[config.mk]
export PLATFORM = sky130hd
export DESIGN_NAME = rtc_alarm_time_regs
export DESIGN_NICKNAME = d
export VERILOG_FILES = /design/src/rtl/rtc_pkg.sv /design/src/rtl/rtc_digit_if.sv /design/src/rtl/rtc_bcd_digit.sv /design/src/rtl/rtc_alarm_time_regs.sv
export SDC_FILE = /design/constraint.sdc
export NUM_CORES = 1
export LEC_CHECK = 0
export BUFFER_PORTS_ARGS = -buffer_cell sky130_fd_sc_hd__buf_2
export CORE_UTILIZATION = 48
export DETAILED_ROUTE_END_ITERATION = 12
export GPL_ROUTABILITY_DRIVEN = 0
export PLACE_DENSITY = 0.77
export SLEW_MARGIN = 30
export SYNTH_ARGS = -nofsm -noshare
export SYNTH_HDL_FRONTEND = slang
export SYNTH_HIERARCHICAL = 1
export SYNTH_SLANG_ARGS = --single-unit
[constraint.sdc]
create_clock -name core_clk -period 2.6 [get_ports core_clk]
set_input_delay 0.26 -clock core_clk [delete_from_list [all_inputs] [get_ports core_clk]]
set_output_delay 0.26 -clock core_clk [all_outputs]
set_load 0.05 [all_outputs]
[src/rtl/rtc_pkg.sv]
// rtc_pkg: register map, field positions, reset values and timing counts
// of the real-time clock control, alarm and time-of-day block.
// assumes an AHB-Lite slave with 32-bit data, one aligned word per register.
package rtc_pkg;

    // ----------------------------------------------------------------
    // bus geometry
    // ----------------------------------------------------------------
    localparam int DATA_W = 32;
    localparam int ADDR_W = 32;
    localparam logic [7:0] OFS_RTC_CONTROL = 8'h00;
    localparam logic [7:0] OFS_ALARM_CONTROL = 8'h10;
    localparam logic [7:0] OFS_TIME_OF_DAY = 8'h20;

    // ----------------------------------------------------------------
    // rtc_control fields
    // ----------------------------------------------------------------
    localparam int CTL_ENABLE_BIT = 15;
    localparam int CTL_OUT_SEL_BIT = 7;
    localparam int CTL_RUNNING_BIT = 6;
    localparam int CTL_UNLOCK_BIT = 3;
    localparam int CTL_RIPPLE_BIT = 2;
    localparam int CTL_HALF_BIT = 1;
    localparam int CTL_OE_BIT = 0;

    // ----------------------------------------------------------------
    // alarm_control fields
    // ----------------------------------------------------------------
    localparam int ALM_ENABLE_BIT = 15;
    localparam int ALM_CHIME_BIT = 14;
    localparam int ALM_PIV_BIT = 13;
    localparam int ALM_SYNC_BIT = 12;
    localparam int ALM_MASK_LSB = 8;
    localparam int ALM_RPT_LSB = 0;
    localparam logic [7:0] RPT_WRAP = 8'hff;

    // ----------------------------------------------------------------
    // time_of_day_value digits, index 0 = second units .. 5 = hour tens
    // ----------------------------------------------------------------
    localparam int NUM_DIGITS = 6;
    localparam int DIG_LSB [NUM_DIGITS] = '{8, 12, 16, 20, 24, 28};
    localparam int DIG_W [NUM_DIGITS] = '{4, 3, 4, 3, 4, 2};
    localparam logic [3:0] DIG_MAX [NUM_DIGITS] =
        '{4'h9, 4'h5, 4'h9, 4'h5, 4'h9, 4'h2};
    localparam logic [3:0] HOUR_TENS_LAST = 4'h2;
    localparam logic [3:0] HOUR_UNITS_LAST = 4'h3;

    // ----------------------------------------------------------------
    // reset values and timing counts (in rtc ticks)
    // ----------------------------------------------------------------
    localparam logic [3:0] DIGIT_RST = 4'h0;
    localparam logic PIV_RST = 1'b0;
    localparam int RTC_TICKS_PER_SEC = 32768;
    localparam int SYNC_WINDOW_TICKS = 32;

    // alarm interval codes
    typedef enum logic [3:0] {
        AM_HALF_SEC, AM_SEC, AM_TEN_SEC, AM_MIN, AM_TEN_MIN,
        AM_HOUR, AM_DAY, AM_WEEK, AM_MONTH, AM_YEAR
    } alarm_mask_e;

endpackage

[src/rtl/rtc_digit_if.sv]
// rtc_digit_if: control and value of one bcd digit counter.
// assumes the owner drives the ctrl side and one digit drives the other.
`timescale 1ns/1ps
interface rtc_digit_if;
    logic inc;
    logic clr;
    logic ld;
    logic [3:0] ld_val;
    logic [3:0] val;
    logic at_max;
    modport ctrl(output inc, output clr, output ld, output ld_val,
                 input val, input at_max);
    modport digit(input inc, input clr, input ld, input ld_val,
                  output val, output at_max);
endinterface

[src/rtl/rtc_bcd_digit.sv]
// rtc_bcd_digit: one bcd digit of the time-of-day counter.
// assumes load, clear and increment are one-cycle strobes from the owner.
`timescale 1ns/1ps
module rtc_bcd_digit #(
    parameter logic [3:0] MAX = 4'h9
) (
    // clock and reset
    input wire logic core_clk,
    input wire logic srst,
    // digit control
    rtc_digit_if.digit dig
);
    import rtc_pkg::*;

    logic [3:0] val_q;

    // load beats clear beats increment; out-of-range values wrap to zero
    always_ff @(posedge core_clk) begin
        if (srst) begin
            val_q <= DIGIT_RST;
        end else if (dig.ld) begin
            val_q <= dig.ld_val;
        end else if (dig.clr) begin
            val_q <= 4'h0;
        end else if (dig.inc) begin
            val_q <= (val_q >= MAX) ? 4'h0 : val_q + 4'h1;
        end
    end

    assign dig.val = val_q;
    assign dig.at_max = (val_q == MAX);

endmodule // rtc_bcd_digit

[src/rtl/rtc_alarm_time_regs.sv]
// rtc_alarm_time_regs: control, alarm engine and time-of-day of the rtc,
// reached over ahb-lite.
// assumes rtc_tick is a one-cycle strobe per rtc clock, and that date
// comparison (weekday, day, month, leap year) is done by calendar logic.
//
// The placing of the registers and the AHB-Lite slave port were decided locally.
`timescale 1ns/1ps
module rtc_alarm_time_regs #(
    parameter int TICKS_PER_SEC = rtc_pkg::RTC_TICKS_PER_SEC,
    parameter int SYNC_TICKS = rtc_pkg::SYNC_WINDOW_TICKS
) (
    // clock and reset
    input wire logic core_clk,
    input wire logic srst,
    // ahb-lite slave
    input wire logic hsel,
    input wire logic [rtc_pkg::ADDR_W-1:0] haddr,
    input wire logic [1:0] htrans,
    input wire logic hwrite,
    input wire logic [2:0] hsize,
    input wire logic [rtc_pkg::DATA_W-1:0] hwdata,
    input wire logic hready,
    output logic [rtc_pkg::DATA_W-1:0] hrdata,
    output logic hreadyout,
    output logic hresp,
    // timebase and system unlock
    input wire logic rtc_tick,
    input wire logic sys_unlock,
    // alarm comparison inputs, alarm_time in time register layout
    input wire logic [rtc_pkg::DATA_W-1:0] alarm_time,
    input wire logic wday_match,
    input wire logic day_match,
    input wire logic month_match,
    input wire logic alarm_feb29,
    input wire logic leap_year,
    // output pin
    output logic rtc_out
);
    import rtc_pkg::*;

    localparam int CNT_W = $clog2(TICKS_PER_SEC);
    localparam logic [CNT_W-1:0] LAST_C = CNT_W'(TICKS_PER_SEC - 1);
    localparam logic [CNT_W-1:0] HALF_C = CNT_W'(TICKS_PER_SEC / 2);
    localparam logic [CNT_W-1:0] HALF_SYNC_C =
        CNT_W'(TICKS_PER_SEC / 2 - SYNC_TICKS);
    localparam logic [CNT_W-1:0] END_SYNC_C =
        CNT_W'(TICKS_PER_SEC - SYNC_TICKS);

    // ----------------------------------------------------------------
    // bus slave
    // ----------------------------------------------------------------
    logic ap_wr_q;
    logic rd_pend_q;
    logic [7:0] ap_addr_q;
    logic [DATA_W-1:0] hrdata_q;
    logic [DATA_W-1:0] ctrl_rd;
    logic [DATA_W-1:0] alarm_rd;
    logic [DATA_W-1:0] time_rd;
    logic take;
    logic ctl_wr;
    logic alm_wr;
    logic tim_wr;
    logic tim_acc;

    assign take = hsel & hready & htrans[1];

    // reads stall one cycle so the data reflects any write just before
    always_ff @(posedge core_clk) begin
        if (srst) begin
            ap_wr_q <= 1'b0;
            rd_pend_q <= 1'b0;
            ap_addr_q <= 8'h00;
        end else begin
            ap_wr_q <= take & hwrite;
            rd_pend_q <= take & ~hwrite;
            if (take) begin
                ap_addr_q <= haddr[7:0];
            end
        end
    end

    // read mux; unmapped addresses read zero
    always_ff @(posedge core_clk) begin
        if (srst) begin
            hrdata_q <= '0;
        end else if (rd_pend_q) begin
            case (ap_addr_q)
                OFS_RTC_CONTROL: hrdata_q <= ctrl_rd;
                OFS_ALARM_CONTROL: hrdata_q <= alarm_rd;
                OFS_TIME_OF_DAY: hrdata_q <= time_rd;
                default: hrdata_q <= '0;
            endcase
        end
    end

    assign hrdata = hrdata_q;
    assign hreadyout = ~rd_pend_q;
    assign hresp = 1'b0;
    assign ctl_wr = ap_wr_q & (ap_addr_q == OFS_RTC_CONTROL);
    assign alm_wr = ap_wr_q & (ap_addr_q == OFS_ALARM_CONTROL);
    assign tim_wr = ap_wr_q & (ap_addr_q == OFS_TIME_OF_DAY);

    // ----------------------------------------------------------------
    // control register
    // ----------------------------------------------------------------
    logic en_q;
    logic sel_q;
    logic unlock_q;
    logic oe_q;

    always_ff @(posedge core_clk) begin
        if (srst) begin
            en_q <= 1'b0;
            sel_q <= 1'b0;
            unlock_q <= 1'b0;
            oe_q <= 1'b0;
        end else if (ctl_wr) begin
            if (unlock_q) begin
                en_q <= hwdata[CTL_ENABLE_BIT];
            end
            sel_q <= hwdata[CTL_OUT_SEL_BIT];
            oe_q <= hwdata[CTL_OE_BIT];
            // a set only takes under system unlock; clearing always works
            unlock_q <= hwdata[CTL_UNLOCK_BIT]
                        & (sys_unlock | unlock_q);
        end
    end

    assign tim_acc = tim_wr & unlock_q;

    // ----------------------------------------------------------------
    // prescaler: ticks within one second
    // ----------------------------------------------------------------
    logic [CNT_W-1:0] cnt_q;
    logic half_roll;
    logic sec_roll;
    logic half_flag;
    logic near_roll;

    assign half_roll = rtc_tick & en_q & (cnt_q == HALF_C - CNT_W'(1));
    assign sec_roll = rtc_tick & en_q & (cnt_q == LAST_C);

    // stops while disabled; an accepted (unlocked) time write restarts the second
    always_ff @(posedge core_clk) begin
        if (srst) begin
            cnt_q <= '0;
        end else if (tim_acc) begin
            cnt_q <= '0;
        end else if (rtc_tick && en_q) begin
            cnt_q <= sec_roll ? '0 : cnt_q + CNT_W'(1);
        end
    end

    assign half_flag = (cnt_q >= HALF_C);
    // within the sync window of either half-second boundary
    assign near_roll = (cnt_q >= HALF_SYNC_C && cnt_q < HALF_C)
                       || (cnt_q >= END_SYNC_C);

    // ----------------------------------------------------------------
    // time of day digits
    // ----------------------------------------------------------------
    rtc_digit_if dig[NUM_DIGITS] ();
    logic [NUM_DIGITS-1:0] inc;
    logic [NUM_DIGITS-1:0] at_max;
    logic [3:0] dval [NUM_DIGITS];
    logic hr_last;

    assign inc[0] = sec_roll;
    assign hr_last = (dval[5] == HOUR_TENS_LAST)
                     && (dval[4] == HOUR_UNITS_LAST);

    genvar gi;
    generate
        for (gi = 0; gi < NUM_DIGITS; gi++) begin : g_dig
            if (gi > 0) begin : g_chain
                assign inc[gi] = inc[gi-1] & at_max[gi-1];
            end
            assign dig[gi].inc = inc[gi];
            // hours wrap 23 -> 00 instead of running on to 29
            assign dig[gi].clr = (gi >= 4) & inc[4] & hr_last;
            assign dig[gi].ld = tim_acc;
            assign dig[gi].ld_val = 4'((hwdata >> DIG_LSB[gi])
                & ((32'h1 << DIG_W[gi]) - 32'h1));
            assign dval[gi] = dig[gi].val;
            assign at_max[gi] = dig[gi].at_max;
            rtc_bcd_digit #(
                .MAX(DIG_MAX[gi])
            ) u_digit (
                .core_clk(core_clk),
                .srst(srst),
                .dig(dig[gi])
            );
        end
    endgenerate

    // time read image, reserved bits zero
    always_comb begin
        time_rd = '0;
        for (int i = 0; i < NUM_DIGITS; i++) begin
            time_rd = time_rd | (DATA_W'(dval[i]) << DIG_LSB[i]);
        end
    end

    // ----------------------------------------------------------------
    // alarm engine
    // ----------------------------------------------------------------
    logic aen_q;
    logic chime_q;
    logic [3:0] mask_q;
    logic [7:0] rpt_q;
    logic pulse_q;
    logic sec_ev_q;
    logic half_ev_q;
    logic [DATA_W-1:0] cmp_mask;
    logic tmatch;
    logic alarm_ev;

    // evaluate one cycle after a boundary, on the already updated time
    always_ff @(posedge core_clk) begin
        if (srst) begin
            sec_ev_q <= 1'b0;
            half_ev_q <= 1'b0;
        end else begin
            sec_ev_q <= sec_roll;
            half_ev_q <= half_roll | sec_roll;
        end
    end

    // fields of the time that must match for each interval
    always_comb begin
        case (mask_q)
            AM_TEN_SEC: cmp_mask = 32'h0000_0f00;
            AM_MIN: cmp_mask = 32'h0000_7f00;
            AM_TEN_MIN: cmp_mask = 32'h000f_7f00;
            AM_HOUR: cmp_mask = 32'h007f_7f00;
            default: cmp_mask = 32'h3f7f_7f00;
        endcase
    end

    assign tmatch = ((time_rd ^ alarm_time) & cmp_mask) == '0;

    // interval selection; reserved codes never fire
    always_comb begin
        case (mask_q)
            AM_HALF_SEC: alarm_ev = half_ev_q;
            AM_SEC: alarm_ev = sec_ev_q;
            AM_TEN_SEC, AM_MIN, AM_TEN_MIN, AM_HOUR, AM_DAY:
                alarm_ev = sec_ev_q & tmatch;
            AM_WEEK: alarm_ev = sec_ev_q & tmatch & wday_match;
            AM_MONTH: alarm_ev = sec_ev_q & tmatch & day_match;
            AM_YEAR: alarm_ev = sec_ev_q & tmatch & day_match & month_match
                                & (~alarm_feb29 | leap_year);
            default: alarm_ev = 1'b0;
        endcase
        alarm_ev = alarm_ev & aen_q & en_q;
    end

    // a hardware event in the same cycle as a write overrides the write
    always_ff @(posedge core_clk) begin
        if (srst) begin
            aen_q <= 1'b0;
            chime_q <= 1'b0;
            mask_q <= 4'h0;
            rpt_q <= 8'h00;
        end else begin
            if (alm_wr) begin
                aen_q <= hwdata[ALM_ENABLE_BIT];
                chime_q <= hwdata[ALM_CHIME_BIT];
                mask_q <= hwdata[ALM_MASK_LSB +: 4];
                rpt_q <= hwdata[ALM_RPT_LSB +: 8];
            end
            if (alarm_ev) begin
                if (rpt_q != 8'h00) begin
                    rpt_q <= rpt_q - 8'h01;
                end else if (chime_q) begin
                    rpt_q <= RPT_WRAP;
                end else begin
                    aen_q <= 1'b0;
                end
            end
        end
    end

    // pulse toggles per event; its start level is set while alarms are off
    always_ff @(posedge core_clk) begin
        if (srst) begin
            pulse_q <= PIV_RST;
        end else if (alarm_ev) begin
            pulse_q <= ~pulse_q;
        end else if (alm_wr && !aen_q) begin
            pulse_q <= hwdata[ALM_PIV_BIT];
        end
    end

    // ----------------------------------------------------------------
    // read images and output pin
    // ----------------------------------------------------------------
    always_comb begin
        ctrl_rd = '0;
        ctrl_rd[CTL_ENABLE_BIT] = en_q;
        ctrl_rd[CTL_OUT_SEL_BIT] = sel_q;
        ctrl_rd[CTL_RUNNING_BIT] = en_q;
        ctrl_rd[CTL_UNLOCK_BIT] = unlock_q;
        ctrl_rd[CTL_RIPPLE_BIT] = near_roll;
        ctrl_rd[CTL_HALF_BIT] = half_flag;
        ctrl_rd[CTL_OE_BIT] = oe_q;
        alarm_rd = '0;
        alarm_rd[ALM_ENABLE_BIT] = aen_q;
        alarm_rd[ALM_CHIME_BIT] = chime_q;
        alarm_rd[ALM_PIV_BIT] = pulse_q;
        alarm_rd[ALM_SYNC_BIT] = near_roll;
        alarm_rd[ALM_MASK_LSB +: 4] = mask_q;
        alarm_rd[ALM_RPT_LSB +: 8] = rpt_q;
    end

    // registered pin; seconds clock is the half-second flag (1 hz square)
    always_ff @(posedge core_clk) begin
        if (srst) begin
            rtc_out <= 1'b0;
        end else begin
            rtc_out <= oe_q & (sel_q ? half_flag : pulse_q);
        end
    end

    // ----------------------------------------------------------------
    // assertions
    // ----------------------------------------------------------------
    AST_UNLOCK_GATED: assert property (
        @(posedge core_clk) disable iff (srst)
        $rose(unlock_q) |-> $past(sys_unlock))
        else $error("unlock set without system unlock");

    AST_ENABLE_LOCKED: assert property (
        @(posedge core_clk) disable iff (srst)
        $changed(en_q) |-> $past(unlock_q) && $past(ctl_wr))
        else $error("module enable changed while locked");

    AST_TIME_LOAD: assert property (
        @(posedge core_clk) disable iff (srst)
        tim_acc |=> time_rd == ($past(hwdata) & 32'h3f7f_7f00))
        else $error("accepted time write not stored");

    AST_TIME_LOCKED: assert property (
        @(posedge core_clk) disable iff (srst)
        (tim_wr && !unlock_q && !sec_roll) |=> $stable(time_rd))
        else $error("locked time write changed time");

    AST_HALF_CLEAR: assert property (
        @(posedge core_clk) disable iff (srst)
        tim_acc |=> !half_flag ##1 !half_flag)
        else $error("half-second flag not cleared by time write");

    AST_OE_GATE: assert property (
        @(posedge core_clk) disable iff (srst)
        !oe_q |=> !rtc_out)
        else $error("pin active with output disabled");

    AST_AUTO_OFF: assert property (
        @(posedge core_clk) disable iff (srst)
        (alarm_ev && rpt_q == 8'h00 && !chime_q) |=> !aen_q && rpt_q == 8'h00)
        else $error("alarm not disabled after last event");

    AST_CHIME_WRAP: assert property (
        @(posedge core_clk) disable iff (srst)
        (alarm_ev && rpt_q == 8'h00 && chime_q) |=> rpt_q == 8'hff && aen_q)
        else $error("repeat count did not wrap with chime");

    AST_RPT_DEC: assert property (
        @(posedge core_clk) disable iff (srst)
        (alarm_ev && rpt_q != 8'h00) |=> rpt_q == $past(rpt_q) - 8'h01)
        else $error("repeat count did not decrement");

    AST_PIV_RO: assert property (
        @(posedge core_clk) disable iff (srst)
        (alm_wr && aen_q && !alarm_ev) |=> pulse_q == $past(pulse_q))
        else $error("pulse value written while alarm enabled");

    AST_SYNC_FAR: assert property (
        @(posedge core_clk) disable iff (srst)
        (en_q && !near_roll && !tim_acc) |-> !half_roll && !sec_roll)
        else $error("sync low at a half-second rollover");

endmodule // rtc_alarm_time_regs

==> impl_metrics.env <==
export IMPL_critical_path_peak_fanout=6
export IMPL_pre_cts_ws_ns=0.101
export IMPL_maxCapViolCount=0
export IMPL_worst_setup_end_kind="register"
export IMPL_numPlacedInstances=876
export IMPL_clock_sink_count=103
export IMPL_grt_pass1_vias=4811
export IMPL_wirelength_mm=14.2
export IMPL_synth_avg_cell_area_um2=8.96
export IMPL_clock_root_buffer="sky130_fd_sc_hd__clkbuf_16"
export IMPL_setup_viol=0
export IMPL_power_static_leakage_nw=2.73
export IMPL_count_of_port_buffers_added_during_placement=103
export IMPL_warnings_from_yosys=6
export IMPL_n_antenna_cell=0
export IMPL_power_ir_vdd_worst_mv=0.452
export IMPL_critical_path_reg2reg_startpoint="cnt_q[8]"
export IMPL_fmaxAchievable_mhz=412
export IMPL_antenna_found_initial=2
export IMPL_worst_path_stages=11
export IMPL_post_route_period_util_pct=93.3
export IMPL_grt_overflow_total=0
export IMPL_critical_path_max_stage_delay_ns=0.39
export IMPL_tightest_slew_ns=0.720
export IMPL_via_per_inst=5.66
export IMPL_power_total_w=0.00320
export IMPL_combined_area_of_the_multi_input_logic_cells_mm2=0.00333
export IMPL_dp_hpwl_mm=10.4
export IMPL_chipHeight_um=110
export IMPL_timing_max_transition_violations_final=0
export IMPL_power_density_mw_per_mm2=480
export IMPL_critPathRequiredTime_ns=2.86
export IMPL_area_growth_synth_to_final_pct=19.3
export IMPL_worst_skew_pair_late_latency_ns=0.35
export IMPL_timing_critical_path_max_delay_family="simple AND/OR/NAND/NOR gates"
export IMPL_detail_route_antenna_nets=0
export IMPL_design_area_mm2=0.00667
export IMPL_initial_utilization_pct=49.2
export IMPL_avgRoutedWirePerCell_um=15.9
export IMPL_slew_headroom_pct=52.0
export IMPL_global_route_usage_total_pct=24.4
export IMPL_boundaryPins=148
export IMPL_drt_first_iter_violations=372
export IMPL_critical_path_reg2reg_endpoint="g_dig[5].u_digit/dig.val[2]"
export IMPL_core_mm2=0.0114
export IMPL_finalWorstPathRequiredPeriod_ns=2.42
export IMPL_final_seq_area_mm2=0.00206
export IMPL_synth_cells=624
export IMPL_die_w_um=110
export IMPL_tritoncts_num_buffers=9
export IMPL_hold_violations=0
export IMPL_finalNetCount=879
export IMPL_post_synth_instance_area_mm2=0.00559
export IMPL_clock_tree_from_tritoncts="yes"
export IMPL_hp_start="hwrite"
export IMPL_crit_path_start_kind="register"
export IMPL_worstHoldPathType="in -> reg"
export IMPL_setup_total_negative_slack_ns=0
export IMPL_worst_skew_ns=0.00630
export IMPL_critical_path_cell_chain="nand3_1 > nor2_1 > and3_2 > and4_1 > and2_1 > nand4_1 > buf_4 > nor2_4 > or3_1 > nor2_1 > a211oi_1"
export IMPL_crit_top_cell="sky130_fd_sc_hd__nor2_1"
export IMPL_run_status="finished, final reports clean"
export IMPL_number_of_buffers_between_clock_root_and_the_deepest_sink=2
export IMPL_placement_rows=39
export IMPL_finalWorstSetupSlack_ns=0.175
export IMPL_die_area_mm2=0.0121
export IMPL_post_layout_nonfiller_instances=893
export IMPL_clkSlewWorstSetupHoldPaths_ns=0.07
export IMPL_holdPathStages=2
export IMPL_grt_pass1_wl_mm=22.7
export IMPL_htree_num_levels=3
export IMPL_postPlaceCellArea_mm2=0.00636
export IMPL_grt_max_degree=59
export IMPL_detailroute_via_count=5055
export IMPL_first_pass_iters=5
export IMPL_setup_worst_path_class="reg -> reg"
export IMPL_worstPathArrival_ns=2.68
export IMPL_cp_num_buf_inv=1
export IMPL_layout_cells_sized_above_1_pct=24.9
export IMPL_worstRegToRegCells=11
export IMPL_regToRegSetupSlack_ns=0.18
export IMPL_final_cell_mix="sky130_fd_sc_hd__dfxtp_1 (103), sky130_fd_sc_hd__buf_2 (103), sky130_fd_sc_hd__nor2_1 (68)"
export IMPL_worst_path_max_delay_cell="sky130_fd_sc_hd__dfxtp_1"
export IMPL_fillers=997
export IMPL_drc=0
export IMPL_timing_hold_worst_endpoint="rd_pend_q"
## state kept, by name, summed over array words and instances (netlist names)
signal                 cells
hrdata                    32
g_dig.u_digit/dig.val     24
cnt_q                     15
ap_addr_q                  8
rpt_q                      8
mask_q                     4
aen_q                      1
ap_wr_q                    1
chime_q                    1
en_q                       1
half_ev_q                  1
oe_q                       1
pulse_q                    1
rd_pend_q                  1
rtc_out                    1
sec_ev_q                   1
sel_q                      1
unlock_q                   1
## stage by stage
stage	hold WS, ns	util [%]
after detailed placement	0.456	55.9
after CTS	0.0868	58.5
final	0.0918	58.7
after global placement	0.445	55.9
after floorplan	0.326	-
after global routing	0.0850	58.7
## how the worst max path moves through the flow
stage	slack (ns)	start	endpoint
after floorplan	0.19	en_q	g_dig[4].u_digit/dig.val[0]
after global placement	0.18	cnt_q[8]	g_dig[4].u_digit/dig.val[0]
after detailed placement	0.10	cnt_q[8]	g_dig[5].u_digit/dig.val[2]
after CTS	0.002	cnt_q[8]	g_dig[5].u_digit/dig.val[2]
after global routing	-0.001	cnt_q[8]	g_dig[5].u_digit/dig.val[2]
final	0.18	cnt_q[8]	g_dig[5].u_digit/dig.val[2]
## power breakdown
| group | total, W | internal, W | switching [W] | leakage (nW) |
|---|---|---|---|---|
| registers | 0.00160 | 0.00159 | 0.0000171 | 0.831 |
| logic | 0.000227 | 0.0000968 | 0.000130 | 1.75 |
| clock network | 0.00137 | 0.000749 | 0.000619 | 0.146 |
## area by class of cell
cell class,instances,share of cell area [%]
flip-flops and latches,103,30.9
repair buffers,122,10.2
clock buffers,9,3.38
inverters,33,1.86
multi-input cells,476,49.9
well taps,143,2.68
clock inverters,7,1.05
## layer usage
layer / vias up / wire, µm / part of all wire [%] / track usage [%]
met5: - / 13 / 0.092 / 0
met4: 2 / 378 / 2.7 / 9.81
met3: 30 / 937 / 6.6 / 6.70
met2: 164 / 6790 / 48 / 41.1
met1: 2385 / 6050 / 43 / 29.2
li1: 2474 / - / - / -
## repair_timing
action / 4_1_cts / 5_1_grt
hold buffers: 0 / 0
setup buffers: 0 / 1
endpoints found under the setup margin: 0 / 9
gates resized for setup: 0 / 5
(Power assumes the default switching activity.)
